==> src/verilog/spfc_map.svh <==
// register map, field codes and timing constants of the serial port
`ifndef SPFC_MAP_SVH
`define SPFC_MAP_SVH
`define SPFC_A_PROTO 8'h00
`define SPFC_A_BAUD 8'h04
`define SPFC_A_STN 8'h08
`define SPFC_A_TMO 8'h0C
`define SPFC_A_FLOW 8'h10
`define SPFC_A_CTRL 8'h14
`define SPFC_A_TXD 8'h18
`define SPFC_A_RXD 8'h1C
`define SPFC_A_STAT 8'h20
`define SPFC_A_MASK 8'h24
`define SPFC_A_PDN 8'h28
`define SPFC_MAP_SEG 2'h1
`define SPFC_RST_PROTO 16'h1192
`define SPFC_RST_BAUD 4'h6
`define SPFC_RST_FLOW 2'h1
`define SPFC_BAUD_MAX 4'hA
`define SPFC_STN_MAX 5'h1E
`define SPFC_TMO_MAX 6'h20
`define SPFC_SRC_MAX 9'h18F
`define SPFC_PDN_MAX 5'h10
`define SPFC_XOFF 8'h13
`define SPFC_XON 8'h11
`define SPFC_FN_FREE 4'h1
`define SPFC_FN_SLAVE 4'h2
`define SPFC_FN_PBUS 4'h4
`define SPFC_FN_PEER 4'h5
`define SPFC_FN_DIAG 4'h9
`define SPFC_FRM_9 4'h9
`define SPFC_PAR_EVEN 4'h1
`define SPFC_STOP_2 4'h2
`define SPFC_FLOW_SW 2'h1
`define SPFC_FLOW_HW 2'h2
`define SPFC_CTRL_APPLY 0
`define SPFC_CTRL_SEND 1
`define SPFC_ST_RX 0
`define SPFC_ST_TXDONE 1
`define SPFC_ST_HIT 2
`define SPFC_ST_LOSS 3
`define SPFC_ST_ERR 4
`define SPFC_NSTAT 5
`define SPFC_CLK_HZ 50000000
`define SPFC_WD_STEP_S 1
`define SPFC_BAUD_1 300
`define SPFC_BAUD_2 600
`define SPFC_BAUD_3 1200
`define SPFC_BAUD_4 2400
`define SPFC_BAUD_5 4800
`define SPFC_BAUD_6 9600
`define SPFC_BAUD_7 19200
`define SPFC_BAUD_8 38400
`define SPFC_BAUD_9 93750
`define SPFC_BAUD_10 187500
`endif

==> src/verilog/spfc_pkg.sv <==
// state types of the serial port
package spfc_pkg;
  typedef enum logic [2:0] {T_IDLE, T_START, T_DATA, T_PAR, T_STOP} spfc_tx_t;
  typedef enum logic [2:0] {R_IDLE, R_START, R_DATA, R_PAR, R_STOP} spfc_rx_t;
  typedef enum logic [2:0] {SQ_IDLE, SQ_BYTE, SQ_ADDR, SQ_LOAD, SQ_HI, SQ_LO} spfc_seq_t;
endpackage : spfc_pkg

==> src/verilog/spfc_ser_if.sv <==
// character link between port control and bit engine
`timescale 1ns/1ps
interface spfc_ser_if #(parameter int DIV_W = 18);
  logic [DIV_W-1:0] div;
  logic [3:0] nbits;
  logic par_en;
  logic stop2;
  logic tx_valid;
  logic [8:0] tx_data;
  logic tx_ready;
  logic rx_valid;
  logic [8:0] rx_data;
  logic rx_perr;
  logic rx_ferr;
  modport ctl (output div, nbits, par_en, stop2, tx_valid, tx_data,
               input tx_ready, rx_valid, rx_data, rx_perr, rx_ferr);
  modport eng (input div, nbits, par_en, stop2, tx_valid, tx_data,
               output tx_ready, rx_valid, rx_data, rx_perr, rx_ferr);
endinterface : spfc_ser_if

==> src/verilog/spfc_top.sv <==
// serial port control: settings, flow control, addressing, watchdog
//
// The placing of the registers and the Wishbone interface to the registers are this design's own decisions.
`timescale 1ns/1ps
`include "spfc_map.svh"
// Functional notes
// baud codes 1..10, default code 6
// new baud applies after protocol change, apply
// word slots 0..15 carry mapped source 0..399
// slave answers only its station address 0..30
// slave telegram-loss fault after 1..32 s
// flow mode only for free/diagnostic protocol
// mode 1: 13H stops telegram start
// mode 1: 11H permits, others ignored
// mode 2: transmit only while CTS low
// mode 2: RTS low when ready to receive
// partner raises CTS keeping buffer reserve
// flow mode accepts 1 or 2, default 1
// four-wire converter forces flow mode 1
// 8/9-bit frame, even parity, 1/2 stops
// protocol code 2 selects slave protocol
// reset: transmit permitted, watchdog disarmed
module spfc_top
  import spfc_pkg::*;
#(
  parameter int CLK_HZ = `SPFC_CLK_HZ,
  parameter int DIV_W = 18,
  parameter int NWORDS = 16
)
(
  input wire logic SYS_CLK,
  input wire logic RESET,
  input wire logic WB_CYC,
  input wire logic WB_STB,
  input wire logic WB_WE,
  input wire logic [7:0] WB_ADR,
  input wire logic [3:0] WB_SEL,
  input wire logic [31:0] WB_DAT_WR,
  output logic [31:0] WB_DAT_RD,
  output logic WB_ACK,
  input wire logic RXD,
  output logic TXD,
  input wire logic CTS_N,
  output logic RTS_N,
  input wire logic DIFF_CONV,
  output logic [8:0] SRC_NUM,
  input wire logic [15:0] SRC_VAL,
  output logic TLOSS_FAULT,
  output logic IRQ
);
  localparam int SEC_CYCLES = CLK_HZ * `SPFC_WD_STEP_S;
  localparam int SEC_W = $clog2(SEC_CYCLES + 1);
  // bit period from baud code
  function automatic logic [DIV_W-1:0] baud_div(input logic [3:0] code);
    int b;
    case (code)
      4'h1: b = `SPFC_BAUD_1;
      4'h2: b = `SPFC_BAUD_2;
      4'h3: b = `SPFC_BAUD_3;
      4'h4: b = `SPFC_BAUD_4;
      4'h5: b = `SPFC_BAUD_5;
      4'h7: b = `SPFC_BAUD_7;
      4'h8: b = `SPFC_BAUD_8;
      4'h9: b = `SPFC_BAUD_9;
      4'hA: b = `SPFC_BAUD_10;
      default: b = `SPFC_BAUD_6;
    endcase
    baud_div = DIV_W'((CLK_HZ + b / 2) / b);
  endfunction : baud_div

  spfc_ser_if #(.DIV_W(DIV_W)) ser ();
  spfc_uart #(.DIV_W(DIV_W)) u_uart (
    .clk(SYS_CLK),
    .rst(RESET),
    .rxd(RXD),
    .txd(TXD),
    .ser(ser.eng)
  );
  ////////////////////////////////////////////////////////////////
  logic ack_r;
  logic [31:0] rdat_r;
  logic [15:0] proto_r;
  logic [15:0] pact_r;
  logic [3:0] baud_r;
  logic [3:0] bact_r;
  logic pend_r;
  logic [4:0] stn_r;
  logic [5:0] tmo_r;
  logic [1:0] flow_r;
  logic [4:0] pdn_r;
  logic [`SPFC_NSTAT-1:0] stat_r;
  logic [`SPFC_NSTAT-1:0] mask_r;
  logic [8:0] rxd_r;
  logic rxf_r;
  logic [8:0] txd_r;
  logic txf_r;
  logic pdreq_r;
  logic permit_r;
  logic sel_r;
  logic arm_r;
  logic [SEC_W-1:0] sc_r;
  logic [5:0] secs_r;
  logic fault_r;
  logic [8:0] map_r [NWORDS];
  logic [8:0] srcn_r;
  logic [15:0] word_r;
  logic [3:0] idx_r;
  spfc_seq_t sq_r;
  spfc_seq_t sq_nxt;
  ////////////////////////////////////////////////////////////////
  // bus decode
  wire req = WB_CYC && WB_STB && !ack_r;
  wire wr = req && WB_WE;
  wire wr0 = wr && WB_SEL[0];
  wire rd = req && !WB_WE;
  wire [15:0] lmask = {{8{WB_SEL[1]}}, {8{WB_SEL[0]}}};
  wire [15:0] proto_w = (proto_r & ~lmask) | (WB_DAT_WR[15:0] & lmask);
  wire h_proto = WB_ADR == `SPFC_A_PROTO;
  wire h_baud = WB_ADR == `SPFC_A_BAUD;
  wire h_stn = WB_ADR == `SPFC_A_STN;
  wire h_tmo = WB_ADR == `SPFC_A_TMO;
  wire h_flow = WB_ADR == `SPFC_A_FLOW;
  wire h_ctrl = WB_ADR == `SPFC_A_CTRL;
  wire h_txd = WB_ADR == `SPFC_A_TXD;
  wire h_rxd = WB_ADR == `SPFC_A_RXD;
  wire h_stat = WB_ADR == `SPFC_A_STAT;
  wire h_mask = WB_ADR == `SPFC_A_MASK;
  wire h_pdn = WB_ADR == `SPFC_A_PDN;
  wire h_map = WB_ADR[7:6] == `SPFC_MAP_SEG;
  wire [3:0] map_i = WB_ADR[5:2];
  wire map_ok = 5'(map_i) < 5'(NWORDS);
  wire apply = wr0 && h_ctrl && WB_DAT_WR[`SPFC_CTRL_APPLY] && pend_r;
  ////////////////////////////////////////////////////////////////
  // active frame and protocol fields
  wire [3:0] fn = pact_r[3:0];
  wire frm9 = pact_r[7:4] == `SPFC_FRM_9;
  wire par_en = pact_r[11:8] == `SPFC_PAR_EVEN;
  // slave protocol select
  wire slave = fn == `SPFC_FN_SLAVE;
  wire pd_mode = slave || fn == `SPFC_FN_PBUS || fn == `SPFC_FN_PEER;
  // flow control scope
  wire flow_app = fn == `SPFC_FN_FREE || fn == `SPFC_FN_DIAG;
  // converter pins mode to 1
  wire [1:0] flow_eff = DIFF_CONV ? `SPFC_FLOW_SW : flow_r;
  wire sw_fc = flow_app && flow_eff == `SPFC_FLOW_SW;
  wire hw_fc = flow_app && flow_eff == `SPFC_FLOW_HW;
  // frame shape
  assign ser.div = baud_div(bact_r);
  assign ser.nbits = frm9 ? (par_en ? 4'h8 : 4'h9) : (par_en ? 4'h7 : 4'h8);
  assign ser.par_en = par_en;
  assign ser.stop2 = pact_r[15:12] == `SPFC_STOP_2;
  ////////////////////////////////////////////////////////////////
  // receive path
  wire rxv = ser.rx_valid;
  wire [8:0] rxc = ser.rx_data;
  wire marker = (frm9 && !par_en) ? rxc[8] : rxc[7];
  // address byte carries station number
  wire adr_byte = slave && rxv && marker;
  wire hit = adr_byte && rxc[4:0] == stn_r;
  wire deliver = rxv && (!slave || (!marker && sel_r));
  wire rxd_clr = rd && h_rxd;
  ////////////////////////////////////////////////////////////////
  // watchdog, one-second steps
  wire sec_tick = sc_r == SEC_W'(SEC_CYCLES - 1);
  wire wd_on = slave && arm_r && tmo_r != 6'h00 && !fault_r;
  // timeout reached
  wire loss = wd_on && sec_tick && (secs_r + 6'h01) >= tmo_r;
  ////////////////////////////////////////////////////////////////
  // transmit sequencing
  wire go_ok = !sw_fc || permit_r;
  // CTS gates each character
  wire cts_ok = !hw_fc || !CTS_N;
  wire sq_tx = sq_r == SQ_BYTE || sq_r == SQ_HI || sq_r == SQ_LO;
  wire tx_fire = ser.tx_valid && ser.tx_ready;
  wire last_w = 5'(idx_r) == pdn_r - 5'h01;
  assign ser.tx_valid = sq_tx && cts_ok;
  assign ser.tx_data = sq_r == SQ_HI ? {1'b0, word_r[15:8]} : (sq_r == SQ_LO ? {1'b0, word_r[7:0]} : txd_r);
  wire tel_done = tx_fire && (sq_r == SQ_BYTE || (sq_r == SQ_LO && last_w));
  wire [`SPFC_NSTAT-1:0] ev;
  assign ev[`SPFC_ST_RX] = deliver;
  assign ev[`SPFC_ST_TXDONE] = tel_done;
  assign ev[`SPFC_ST_HIT] = hit;
  assign ev[`SPFC_ST_LOSS] = loss;
  assign ev[`SPFC_ST_ERR] = rxv && (ser.rx_perr || ser.rx_ferr);
  // read clears, a new event wins
  wire [`SPFC_NSTAT-1:0] stat_nxt = (stat_r & ~{`SPFC_NSTAT{rd && h_stat}}) | ev;
  always_comb
  begin
    sq_nxt = sq_r;
    case (sq_r)
      // telegram start held by XOFF
      SQ_IDLE:
        if (go_ok && txf_r)
          sq_nxt = SQ_BYTE;
        else if (go_ok && pdreq_r && pd_mode && pdn_r != 5'h00)
          sq_nxt = SQ_ADDR;
      SQ_BYTE: if (tx_fire) sq_nxt = SQ_IDLE;
      SQ_ADDR: sq_nxt = SQ_LOAD;
      SQ_LOAD: sq_nxt = SQ_HI;
      SQ_HI: if (tx_fire) sq_nxt = SQ_LO;
      SQ_LO: if (tx_fire) sq_nxt = last_w ? SQ_IDLE : SQ_ADDR;
      default: sq_nxt = SQ_IDLE;
    endcase
  end
  wire [31:0] rd_val =
    h_proto ? {16'h0, proto_r} :
    h_baud ? {28'h0, baud_r} :
    h_stn ? {27'h0, stn_r} :
    h_tmo ? {26'h0, tmo_r} :
    h_flow ? {30'h0, flow_eff} :
    h_ctrl ? {29'h0, permit_r, sq_r != SQ_IDLE, pend_r} :
    h_rxd ? {22'h0, rxf_r, rxd_r} :
    h_stat ? {27'h0, stat_r} :
    h_mask ? {27'h0, mask_r} :
    h_pdn ? {27'h0, pdn_r} :
    (h_map && map_ok) ? {23'h0, map_r[map_i]} : 32'h0;
  assign WB_ACK = ack_r;
  assign WB_DAT_RD = rdat_r;
  assign SRC_NUM = srcn_r;
  assign TLOSS_FAULT = fault_r;
  assign IRQ = |(stat_r & mask_r);
  // RTS follows receive holding space
  assign RTS_N = hw_fc ? rxf_r : 1'b0;
  ////////////////////////////////////////////////////////////////
  always_ff @(posedge SYS_CLK)
  begin
    if (RESET)
    begin
      ack_r <= 1'b0;
      rdat_r <= 32'h0;
    end
    else
    begin
      ack_r <= req;
      rdat_r <= rd ? rd_val : rdat_r;
    end
  end
  ////////////////////////////////////////////////////////////////
  // settings
  always_ff @(posedge SYS_CLK)
  begin
    if (RESET)
    begin
      proto_r <= `SPFC_RST_PROTO;
      pact_r <= `SPFC_RST_PROTO;
      baud_r <= `SPFC_RST_BAUD;
      bact_r <= `SPFC_RST_BAUD;
      pend_r <= 1'b0;
      stn_r <= 5'h00;
      tmo_r <= 6'h00;
      flow_r <= `SPFC_RST_FLOW;
      pdn_r <= 5'h00;
      mask_r <= '0;
    end
    else
    begin
      // protocol change arms, apply takes effect
      if (wr && h_proto && proto_w != proto_r)
      begin
        proto_r <= proto_w;
        pend_r <= 1'b1;
      end
      else if (apply)
        pend_r <= 1'b0;
      if (apply)
      begin
        pact_r <= proto_r;
        bact_r <= baud_r;
      end
      // codes outside 1..10 ignored
      if (wr0 && h_baud && WB_DAT_WR[3:0] != 4'h0 && WB_DAT_WR[3:0] <= `SPFC_BAUD_MAX && WB_DAT_WR[31:4] == 28'h0)
        baud_r <= WB_DAT_WR[3:0];
      if (wr0 && h_stn && WB_DAT_WR[7:0] <= 8'(`SPFC_STN_MAX))
        stn_r <= WB_DAT_WR[4:0];
      if (wr0 && h_tmo && WB_DAT_WR[7:0] <= 8'(`SPFC_TMO_MAX))
        tmo_r <= WB_DAT_WR[5:0];
      // only 1 or 2 accepted
      if (wr0 && h_flow && (WB_DAT_WR == 32'(`SPFC_FLOW_SW) || WB_DAT_WR == 32'(`SPFC_FLOW_HW)))
        flow_r <= WB_DAT_WR[1:0];
      if (wr0 && h_pdn && WB_DAT_WR[7:0] <= 8'(`SPFC_PDN_MAX))
        pdn_r <= WB_DAT_WR[4:0];
      if (wr0 && h_mask)
        mask_r <= WB_DAT_WR[`SPFC_NSTAT-1:0];
    end
  end
  ////////////////////////////////////////////////////////////////
  // source map, one entry per word slot
  genvar gi;
  for (gi = 0; gi < NWORDS; gi++)
  begin : g_map
    always_ff @(posedge SYS_CLK)
    begin
      if (RESET)
        map_r[gi] <= 9'h000;
      else if (wr && h_map && map_i == 4'(gi) && WB_SEL[1:0] == 2'h3 && WB_DAT_WR[15:0] <= 16'(`SPFC_SRC_MAX))
        map_r[gi] <= WB_DAT_WR[8:0];
    end
  end
  ////////////////////////////////////////////////////////////////
  // data and flow state
  always_ff @(posedge SYS_CLK)
  begin
    if (RESET)
    begin
      stat_r <= '0;
      rxd_r <= 9'h000;
      rxf_r <= 1'b0;
      txd_r <= 9'h000;
      txf_r <= 1'b0;
      pdreq_r <= 1'b0;
      permit_r <= 1'b1;
      sel_r <= 1'b0;
      sq_r <= SQ_IDLE;
      idx_r <= 4'h0;
      srcn_r <= 9'h000;
      word_r <= 16'h0000;
    end
    else
    begin
      stat_r <= stat_nxt;
      rxd_r <= deliver ? rxc : rxd_r;
      rxf_r <= deliver || (rxf_r && !rxd_clr);
      if (wr0 && h_txd)
        txd_r <= WB_DAT_WR[8:0];
      txf_r <= (wr0 && h_txd) || (txf_r && !(sq_r == SQ_BYTE && tx_fire));
      pdreq_r <= (wr0 && h_ctrl && WB_DAT_WR[`SPFC_CTRL_SEND]) || (pdreq_r && sq_nxt != SQ_ADDR);
      // XON permits, XOFF stops, other characters ignored
      if (sw_fc && rxv && rxc[7:0] == `SPFC_XON)
        permit_r <= 1'b1;
      else if (sw_fc && rxv && rxc[7:0] == `SPFC_XOFF)
        permit_r <= 1'b0;
      if (adr_byte)
        sel_r <= hit;
      sq_r <= sq_nxt;
      if (sq_r == SQ_IDLE)
        idx_r <= 4'h0;
      else if (sq_r == SQ_LO && tx_fire)
        idx_r <= idx_r + 4'h1;
      srcn_r <= map_r[idx_r];
      if (sq_r == SQ_LOAD)
        word_r <= SRC_VAL;
    end
  end
  ////////////////////////////////////////////////////////////////
  // watchdog idle until first addressed telegram
  always_ff @(posedge SYS_CLK)
  begin
    if (RESET)
    begin
      arm_r <= 1'b0;
      sc_r <= '0;
      secs_r <= 6'h00;
      fault_r <= 1'b0;
    end
    else if (hit)
    begin
      arm_r <= 1'b1;
      sc_r <= '0;
      secs_r <= 6'h00;
      fault_r <= 1'b0;
    end
    else if (wd_on)
    begin
      sc_r <= sec_tick ? '0 : sc_r + 1'b1;
      secs_r <= sec_tick ? secs_r + 6'h01 : secs_r;
      fault_r <= loss;
    end
  end
endmodule : spfc_top

==> src/verilog/spfc_uart.sv <==
// bit engine: one character out, one character in
`timescale 1ns/1ps
`include "spfc_map.svh"
module spfc_uart
  import spfc_pkg::*;
#(
  parameter int DIV_W = 18
)
(
  input wire logic clk,
  input wire logic rst,
  input wire logic rxd,
  output logic txd,
  spfc_ser_if.eng ser
);
  spfc_tx_t txs_r;
  spfc_rx_t rxs_r;
  logic [DIV_W-1:0] tc_r;
  logic [DIV_W-1:0] rc_r;
  logic [3:0] tb_r;
  logic [3:0] rb_r;
  logic [8:0] ts_r;
  logic [8:0] rs_r;
  logic tp_r;
  logic rp_r;
  logic [8:0] rdat_r;
  logic rv_r;
  logic rpe_r;
  logic rfe_r;
  wire [DIV_W-1:0] div_m1 = ser.div - 1'b1;
  wire t_tick = tc_r == div_m1;
  wire r_tick = rc_r == div_m1;
  wire r_half = rc_r == (ser.div >> 1);
  wire [3:0] nb_m1 = ser.nbits - 4'h1;
  wire [8:0] mask = ser.nbits == 4'h9 ? 9'h1FF : (ser.nbits == 4'h8 ? 9'h0FF : 9'h07F);
  wire [8:0] tx_m = ser.tx_data & mask;
  wire [8:0] rx_al = rs_r >> (4'h9 - ser.nbits);
  assign ser.tx_ready = txs_r == T_IDLE;
  assign ser.rx_valid = rv_r;
  assign ser.rx_data = rdat_r;
  assign ser.rx_perr = rpe_r;
  assign ser.rx_ferr = rfe_r;
  ////////////////////////////////////////////////////////////////
  always_ff @(posedge clk)
  begin
    if (rst)
    begin
      txs_r <= T_IDLE;
      tc_r <= '0;
      tb_r <= 4'h0;
      ts_r <= 9'h000;
      tp_r <= 1'b0;
      txd <= 1'b1;
    end
    else
    begin
      tc_r <= (txs_r == T_IDLE || t_tick) ? '0 : tc_r + 1'b1;
      txd <= txs_r == T_START ? 1'b0 : (txs_r == T_DATA ? ts_r[0] : (txs_r == T_PAR ? tp_r : 1'b1));
      case (txs_r)
        T_IDLE:
          if (ser.tx_valid)
          begin
            ts_r <= tx_m;
            tp_r <= ^tx_m;
            txs_r <= T_START;
          end
        T_START:
          if (t_tick)
          begin
            tb_r <= 4'h0;
            txs_r <= T_DATA;
          end
        T_DATA:
          if (t_tick)
          begin
            ts_r <= ts_r >> 1;
            tb_r <= tb_r + 4'h1;
            if (tb_r == nb_m1)
            begin
              tb_r <= 4'h0;
              txs_r <= ser.par_en ? T_PAR : T_STOP;
            end
          end
        T_PAR:
          if (t_tick)
            txs_r <= T_STOP;
        T_STOP:
          if (t_tick)
          begin
            tb_r <= 4'h1;
            if (!ser.stop2 || tb_r != 4'h0)
              txs_r <= T_IDLE;
          end
        default: txs_r <= T_IDLE;
      endcase
    end
  end
  ////////////////////////////////////////////////////////////////
  always_ff @(posedge clk)
  begin
    if (rst)
    begin
      rxs_r <= R_IDLE;
      rc_r <= '0;
      rb_r <= 4'h0;
      rs_r <= 9'h000;
      rp_r <= 1'b0;
      rdat_r <= 9'h000;
      rv_r <= 1'b0;
      rpe_r <= 1'b0;
      rfe_r <= 1'b0;
    end
    else
    begin
      rv_r <= 1'b0;
      rc_r <= (rxs_r == R_IDLE || r_tick || (rxs_r == R_START && r_half)) ? '0 : rc_r + 1'b1;
      case (rxs_r)
        R_IDLE:
          if (!rxd)
            rxs_r <= R_START;
        R_START:
          if (r_half)
          begin
            rb_r <= 4'h0;
            rxs_r <= rxd ? R_IDLE : R_DATA;
          end
        R_DATA:
          if (r_tick)
          begin
            rs_r <= {rxd, rs_r[8:1]};
            rb_r <= rb_r + 4'h1;
            if (rb_r == nb_m1)
              rxs_r <= ser.par_en ? R_PAR : R_STOP;
          end
        R_PAR:
          if (r_tick)
          begin
            rp_r <= rxd;
            rxs_r <= R_STOP;
          end
        R_STOP:
          if (r_tick)
          begin
            rv_r <= 1'b1;
            rdat_r <= rx_al;
            rfe_r <= !rxd;
            rpe_r <= ser.par_en && (rp_r != ^rx_al);
            rxs_r <= R_IDLE;
          end
        default: rxs_r <= R_IDLE;
      endcase
    end
  end
endmodule : spfc_uart
==> config.mk <==
export PLATFORM = sky130hd
export DESIGN_NAME = spfc_top
export DESIGN_NICKNAME = d
export VERILOG_FILES = /design/src/verilog/spfc_pkg.sv /design/src/verilog/spfc_ser_if.sv /design/src/verilog/spfc_top.sv /design/src/verilog/spfc_uart.sv
export VERILOG_INCLUDE_DIRS = /design/src /design/src/verilog
export SDC_FILE = /design/constraint.sdc
export NUM_CORES = 2
export LEC_CHECK = 0
export BUFFER_PORTS_ARGS = -buffer_cell sky130_fd_sc_hd__buf_2
export CAP_MARGIN = 10
export CORE_UTILIZATION = 65
export CTS_BUF_LIST = sky130_fd_sc_hd__clkbuf_8
export CTS_CLUSTER_SIZE = 16
export DETAILED_ROUTE_END_ITERATION = 10
export PLACE_DENSITY = 0.83
export SLEW_MARGIN = 5
export SYNTH_ARGS = -nofsm -noshare
export SYNTH_HDL_FRONTEND = slang
export SYNTH_SLANG_ARGS = --single-unit
==> constraint.sdc <==
create_clock -name SYS_CLK -period 97.4 [get_ports SYS_CLK]
set_clock_uncertainty 0.15 [all_clocks]
set_input_delay 4.87 -clock SYS_CLK [delete_from_list [all_inputs] [get_ports SYS_CLK]]
set_output_delay 4.87 -clock SYS_CLK [all_outputs]
set_load 0.05 [all_outputs]
**Word level (Yosys, flattened, before mapping)**

Memories as Yosys holds them, arrays and structs flattened. A register that Yosys moved wholly into a read port is not among the register bits.
Index checks and enable logic that the tools add are counted.

- Register bits: 265
- Latch bits: 0
- Bits in writable memories: 144
- Memory bits (read-only): 272
- Output and inout port bits: 46
- Word-level logic and storage cells: 476
- Memories: 2

Memory list:

| memory | depth | width | rd ports | clocked after memory_dff | write ports | RTL line | text |
|---|---|---|---|---|---|---|---|
| (no name shown) | 16 | 17 | 1 | 1 | 0 | spfc_top.sv:56 | `case (code)` |
| map_r | 16 | 9 | 2 | 1 | 16 | spfc_top.sv:104 | `logic [8:0] map_r [NWORDS];` |

- $add $sub $neg: 13
- Multipliers: 0
- Divide/modulo/power cells: 1
- $lt $le $gt $ge: 6
- Eq/ne operators: 80
- Shifts and indexed selects: 1
- Multiplexer cells: 131
- Bitwise gates (word level): 27
- Reduce and logical (&&, ||, !) cells: 173

Operator list:

| operator | number |
|---|---|
| 2-to-1 mux 9 bit | 25 |
| logical AND 1 bit | 108 |
| 2-to-1 mux 10 bit | 6 |
| 2-to-1 mux 1 bit | 59 |
| 2-to-1 mux 3 bit | 19 |
| == test 4 bit (second input constant) | 12 |
| == test 8 x 5 -> 1 bit (second input constant) | 6 |
| 2-to-1 mux 4 bit | 10 |
| adder 18 x 1 -> 18 bit (second input constant) | 2 |
| == test 18 bit | 2 |
| adder 27 x 32 -> 32 bit (first input constant) | 1 |
| adder 32 x 1 -> 32 bit | 1 |
| AND 16 bit | 2 |
| divider 32 x 32 -> 32 bit | 1 |
| == test 32 x 1 -> 1 bit (second input constant) | 1 |
| == test 32 x 2 -> 1 bit (second input constant) | 1 |
| case mux 3 bit (5 select lines) | 2 |
| logical NOT 28 bit | 1 |
| adder 26 x 1 -> 26 bit (second input constant) | 1 |
| == test 26 bit (second input constant) | 1 |
| 2-to-1 mux 26 bit | 1 |
| == test 4 x 3 -> 1 bit (second input constant) | 6 |
| == test 8 x 6 -> 1 bit (second input constant) | 3 |
| inequality test 2 x 1 -> 1 bit (second input constant) | 10 |
| 63 further kinds | 151 |

**Depth between registers and ports, before layout**

- Word-level depth: 14
- Depth in mapped cells: 456
- Depth with buffers taken out: 409

**By module**

From an unflattened synthesis, not the netlist that was laid out.

- Cell total of the unflattened synthesis: 5373
- Area total of the unflattened synthesis: 44564.0 um^2

By module, submodules not included:

| module | instances | cells each | area an instance (um^2) | seq. area each (um^2) |
|---|---|---|---|---|
| spfc_top | 1 | 4609 | 38295.5 | 8147.8 |
| spfc_uart | 1 | 764 | 6268.5 | 1661.6 |

**Worst setup path after synthesis**

OpenSTA, ideal clock, no wires.

- Path kind: flip-flop to flip-flop
- From: reg with a tool-made name
- To: reg u_uart.rdat_r[7] (netlist: u_uart.ser.rx_data[7])
- Data arrival time: 86939 ps
- Required time: 97179 ps
- Path slack: 10241 ps
- Stages on the path, launching flop included: 424
- Buffers on the path: 45
- Clock period less this slack: 87159 ps
- Cells stage by stage: dfxtp_1 > inv_1 > ha_1 > nor2b_1 > o221ai_1 > mux2i_1 > nor2b_1 > ha_1 > o221a_2 > or4b_2 > inv_1 > ha_1 > nor2_1 > nor3_1 > o211ai_2 > mux2i_1 > ha_1 > o21a_1 > [388 not listed] > a21oi_1 > nand4b_1 > a221o_1 > nor2_1 > ha_1 > clkbuf_1 > inv_1 > nor4_1 > xnor2_1 > xnor2_1 > and3_1 > or4b_2 > nor4_1 > o2111ai_1 > and4b_1 > o211ai_1 > or3_1 > a21oi_1

RTL lines:

| element | RTL line | text |
|---|---|---|
| end signal: assignment | spfc_uart.sv:145 | `rdat_r <= rx_al;` |
| end: declaration | spfc_uart.sv:26 | `logic [8:0] rdat_r;` |

==> impl_metrics.csv <==
group,metric,value,unit
global_route,grt.met1_usage,43.8,%
finish,synthToLayoutAreaGrowth,6.18,%
setup_path,reg2reg_depth,394,
cts,cts_inserted_buffers,61,
setup_path,required,97.72,ns
cts,clockBufferDepth,3,
timing,max_freq,11.0,MHz
setup_path,cp_common_cell,"o21a_1",
timing,setup-tns-final,0,ns
logic_synthesis,ys_types,118,
drt,vias_per_cell,6.60,
setup_path,cp_max_fo,34,
logic_synthesis,synth.avg_cell_area,8.22,µm²
setup_path,slowest_stage,"o41ai_1",
global_route,grt_start_max_net_pins,81,
min_path,hp-class,"flip-flop to flip-flop",
global_route,grt_pass1_wl,198000,µm
finish,design_area,46400,µm²
status,status,"finished clean",
drt,wl_per_cell,19.9,µm
logic_synthesis,synth-edff-count,144,
place,dp.final_hpwl,92700,µm
setup_path,end_kind,"flip-flop",
logic_synthesis,synth_top_flop_cell,"dfxtp_1",
place,pre_cts_slack,2.69,ns
logic_synthesis,netlist_instances,5316,
floorplanning,start_util,66.1,%
cts,cts_tree,"built",
cts,clk_latency,0.66,ns
timing,rsz0062_at_grt,"false",
setup_path,path_class,"flip-flop to flip-flop",
timing,setup_slack,6.28,ns
cts,h-tree-depth,2,
logic_synthesis,synth-seq-cells,418,
timing,period_needed,91.12,ns
drt,vias,41100,
place,port_buffers,95,
global_route,gr-max-usage-layer,"met2",
floorplanning,io-pin-count,114,
drt,drt_drc_violations_left,0,
logic_synthesis,synthesis.area,43700,µm²
finish,layout_commonest_cell,"nor2_1",
timing,setup_violations,0,
pwr,p_leak,0.0181,µW
setup_path,worst_ep_arrival_time,91.44,ns
floorplanning,die-area,68200,µm²
cts,cts_root_buf,"clkbuf_8",
floorplanning,rows,94,
setup_path,cp-start-kind,"flip-flop",
global_route,track_usage,35.4,%
setup_path,r2r_setup_slack,6.28,ns
floorplanning,dieHeight,261,µm
pwr,peakVddDrop,0.0670,mV
finish,nets,5802,
min_path,whs_endpoint,"word_r[7]",
floorplanning,die_width,261,µm
drt,firstDrtPassIters,9,
finish,fin_util,70.2,%
finish,drive_above_1_share,11.1,%
global_route,gr-usage-met3,4.07,%
logic_synthesis,synth.yosys.seq_area_share,22.5,%
setup_path,reg2reg_to,"u_uart.tc_r[8]",
timing,relSlewSlack,24.8,%
place,placed_area,44800,µm²
pwr,power_density,33.3,nW/µm²
logic_synthesis,async_flop_share,0,%
setup_path,cpPeakStageDelay,0.81,ns
cts,clkTransAtPathRegs,0.06,ns
global_route,antenna_found_initial,2,
place,gp_congestion,0.960,
drt,ant_nets,0,
job,drv_cap,0,
timing,drv_slew,0,
global_route,globalRouteMet2Util,61.6,%
finish,final_cell_mix,"nor2_1, nand2_1, ha_1",
global_route,grt_pass1_vias,39200,
min_path,hp-start,"word_r[7]",
min_path,whs_path_depth,2,
timing,min_period_over_period,93.6,%
drt,drt_iter0_drc,3409,
floorplanning,core-area,66100,µm²
logic_synthesis,synth_warnings,0,
cts,cts_sinks,418,
timing,hold_violations,0,
timing,tightest_slew,1.12,ns
drt,wl,124000,µm
global_route,globalRouteOverflowTotal,0,
what timing repair did:
item,CTS,global route
setup endpoints to repair,0,81
setup buffers,0,10
hold buffers,0,0
resized for setup,0,36
registers in the layout, indices dropped and copies added, names as in the netlist, 6 cells and up, named ones only:
| signal | flops |
|---|---|
| SRC_NUM | 9 |
| WB_DAT_RD | 16 |
| map_r | 144 |
| pact_r | 16 |
| proto_r | 16 |
| rxd_r | 9 |
| sc_r | 26 |
| secs_r | 6 |
| tmo_r | 6 |
| txd_r | 9 |
| u_uart.rc_r | 18 |
| u_uart.rs_r | 9 |
| u_uart.ser.rx_data | 9 |
| u_uart.tc_r | 18 |
| u_uart.ts_r | 9 |
| word_r | 16 |
cell families after synthesis:
family | Yosys count | synth area share, %
other cells | 2 | 0.0172
flops | 418 | 22.5
fa+ha+maj | 414 | 11.8
simple gates | 2128 | 24.1
compound gates | 1314 | 20.7
mux | 304 | 10.0
xor+xnor | 359 | 7.39
buf+inv | 377 | 3.55
how the worst max path moves through the flow:
| stage | start | endpoint | depth (start not counted) |
|---|---|---|---|
| after global routing | flip-flop | u_uart.tb_r[3] | 400 |
| after global placement | flip-flop | u_uart.tb_r[3] | 391 |
| after detailed placement | flip-flop | u_uart.tc_r[8] | 390 |
| after floorplan | flip-flop | u_uart.ser.rx_data[7] | 423 |
| after CTS | flip-flop | u_uart.tc_r[8] | 392 |
| final | flip-flop | u_uart.tc_r[8] | 394 |
area by class of cell:
type,count,area (µm²)
Antenna cell,1,2.50
Clock buffer,78,1070
Inverter,128,484
Timing Repair Buffer,165,1010
Sequential cell,418,9810
Clock inverter,36,304
Multi-Input combinational cell,4548,32600
Tap cell,864,1080
Fill cell,5211,19700
critical path: cells and delay by family, from the launching register on:
family                     cells  cell delay, ns
DFF                            1            0.59
and+or+nand+nor              112           24.09
adders and majority gates     29            9.29
AOI/OAI and AO/OA            227           50.62
muxes                          6            2.15
buffers and inverters         17            3.30
xor gates and xnor gates       3            0.48
synthesized netlist by cell type, drive strengths merged, types with 20 or more instances:
| library cell | number | area [µm²] |
|---|---|---|
| a211oi | 41 | 328 |
| a21o | 64 | 480 |
| a21oi | 304 | 1530 |
| a31oi | 48 | 300 |
| and2 | 169 | 1060 |
| and3 | 41 | 257 |
| buf | 70 | 399 |
| clkbuf | 179 | 672 |
| dfxtp | 274 | 5490 |
| edfxtp | 144 | 4320 |
| ha | 412 | 5150 |
| inv | 126 | 473 |
| mux2 | 100 | 1130 |
| mux2i | 109 | 1100 |
| mux4 | 95 | 2140 |
| nand2 | 484 | 1820 |
| nand2b | 57 | 357 |
| nand3 | 127 | 636 |
| nand4 | 82 | 513 |
| nor2 | 572 | 2150 |
| nor2b | 57 | 357 |
| nor3 | 278 | 1440 |
| nor4 | 67 | 459 |
| o211ai | 49 | 378 |
| o21a | 203 | 1520 |
| o21ai | 205 | 1030 |
| o21bai | 20 | 158 |
| o22ai | 21 | 131 |
| o31ai | 110 | 826 |
| or2 | 52 | 325 |
| or3 | 44 | 285 |
| xnor2 | 247 | 2160 |
| xor2 | 106 | 928 |
per-layer routing:
layer / part of all wire (%) / wire (µm)
met1: 40 / 50000
met3: 7.4 / 9130
met2: 48 / 59300
met4: 4.5 / 5550
met5: 0.012 / 15
power by group:
part	internal, µW	leakage (µW)	switching (µW)
clock network	85.7	0.000772	70.4
registers	183	0.00367	1.98
logic	516	0.0137	685
total	784	0.0181	758
through the flow:
step	hold WS [ns]	instances	power, µW
final	0.308	6238	1540
after global routing	0.325	6238	1700
after CTS	0.305	6227	1520
after detailed placement	0.291	6113	1360
after global placement	0.284	6113	1330
after floorplan	0.276	5343	1140
Note: power is estimated with default switching activity, not from simulation.
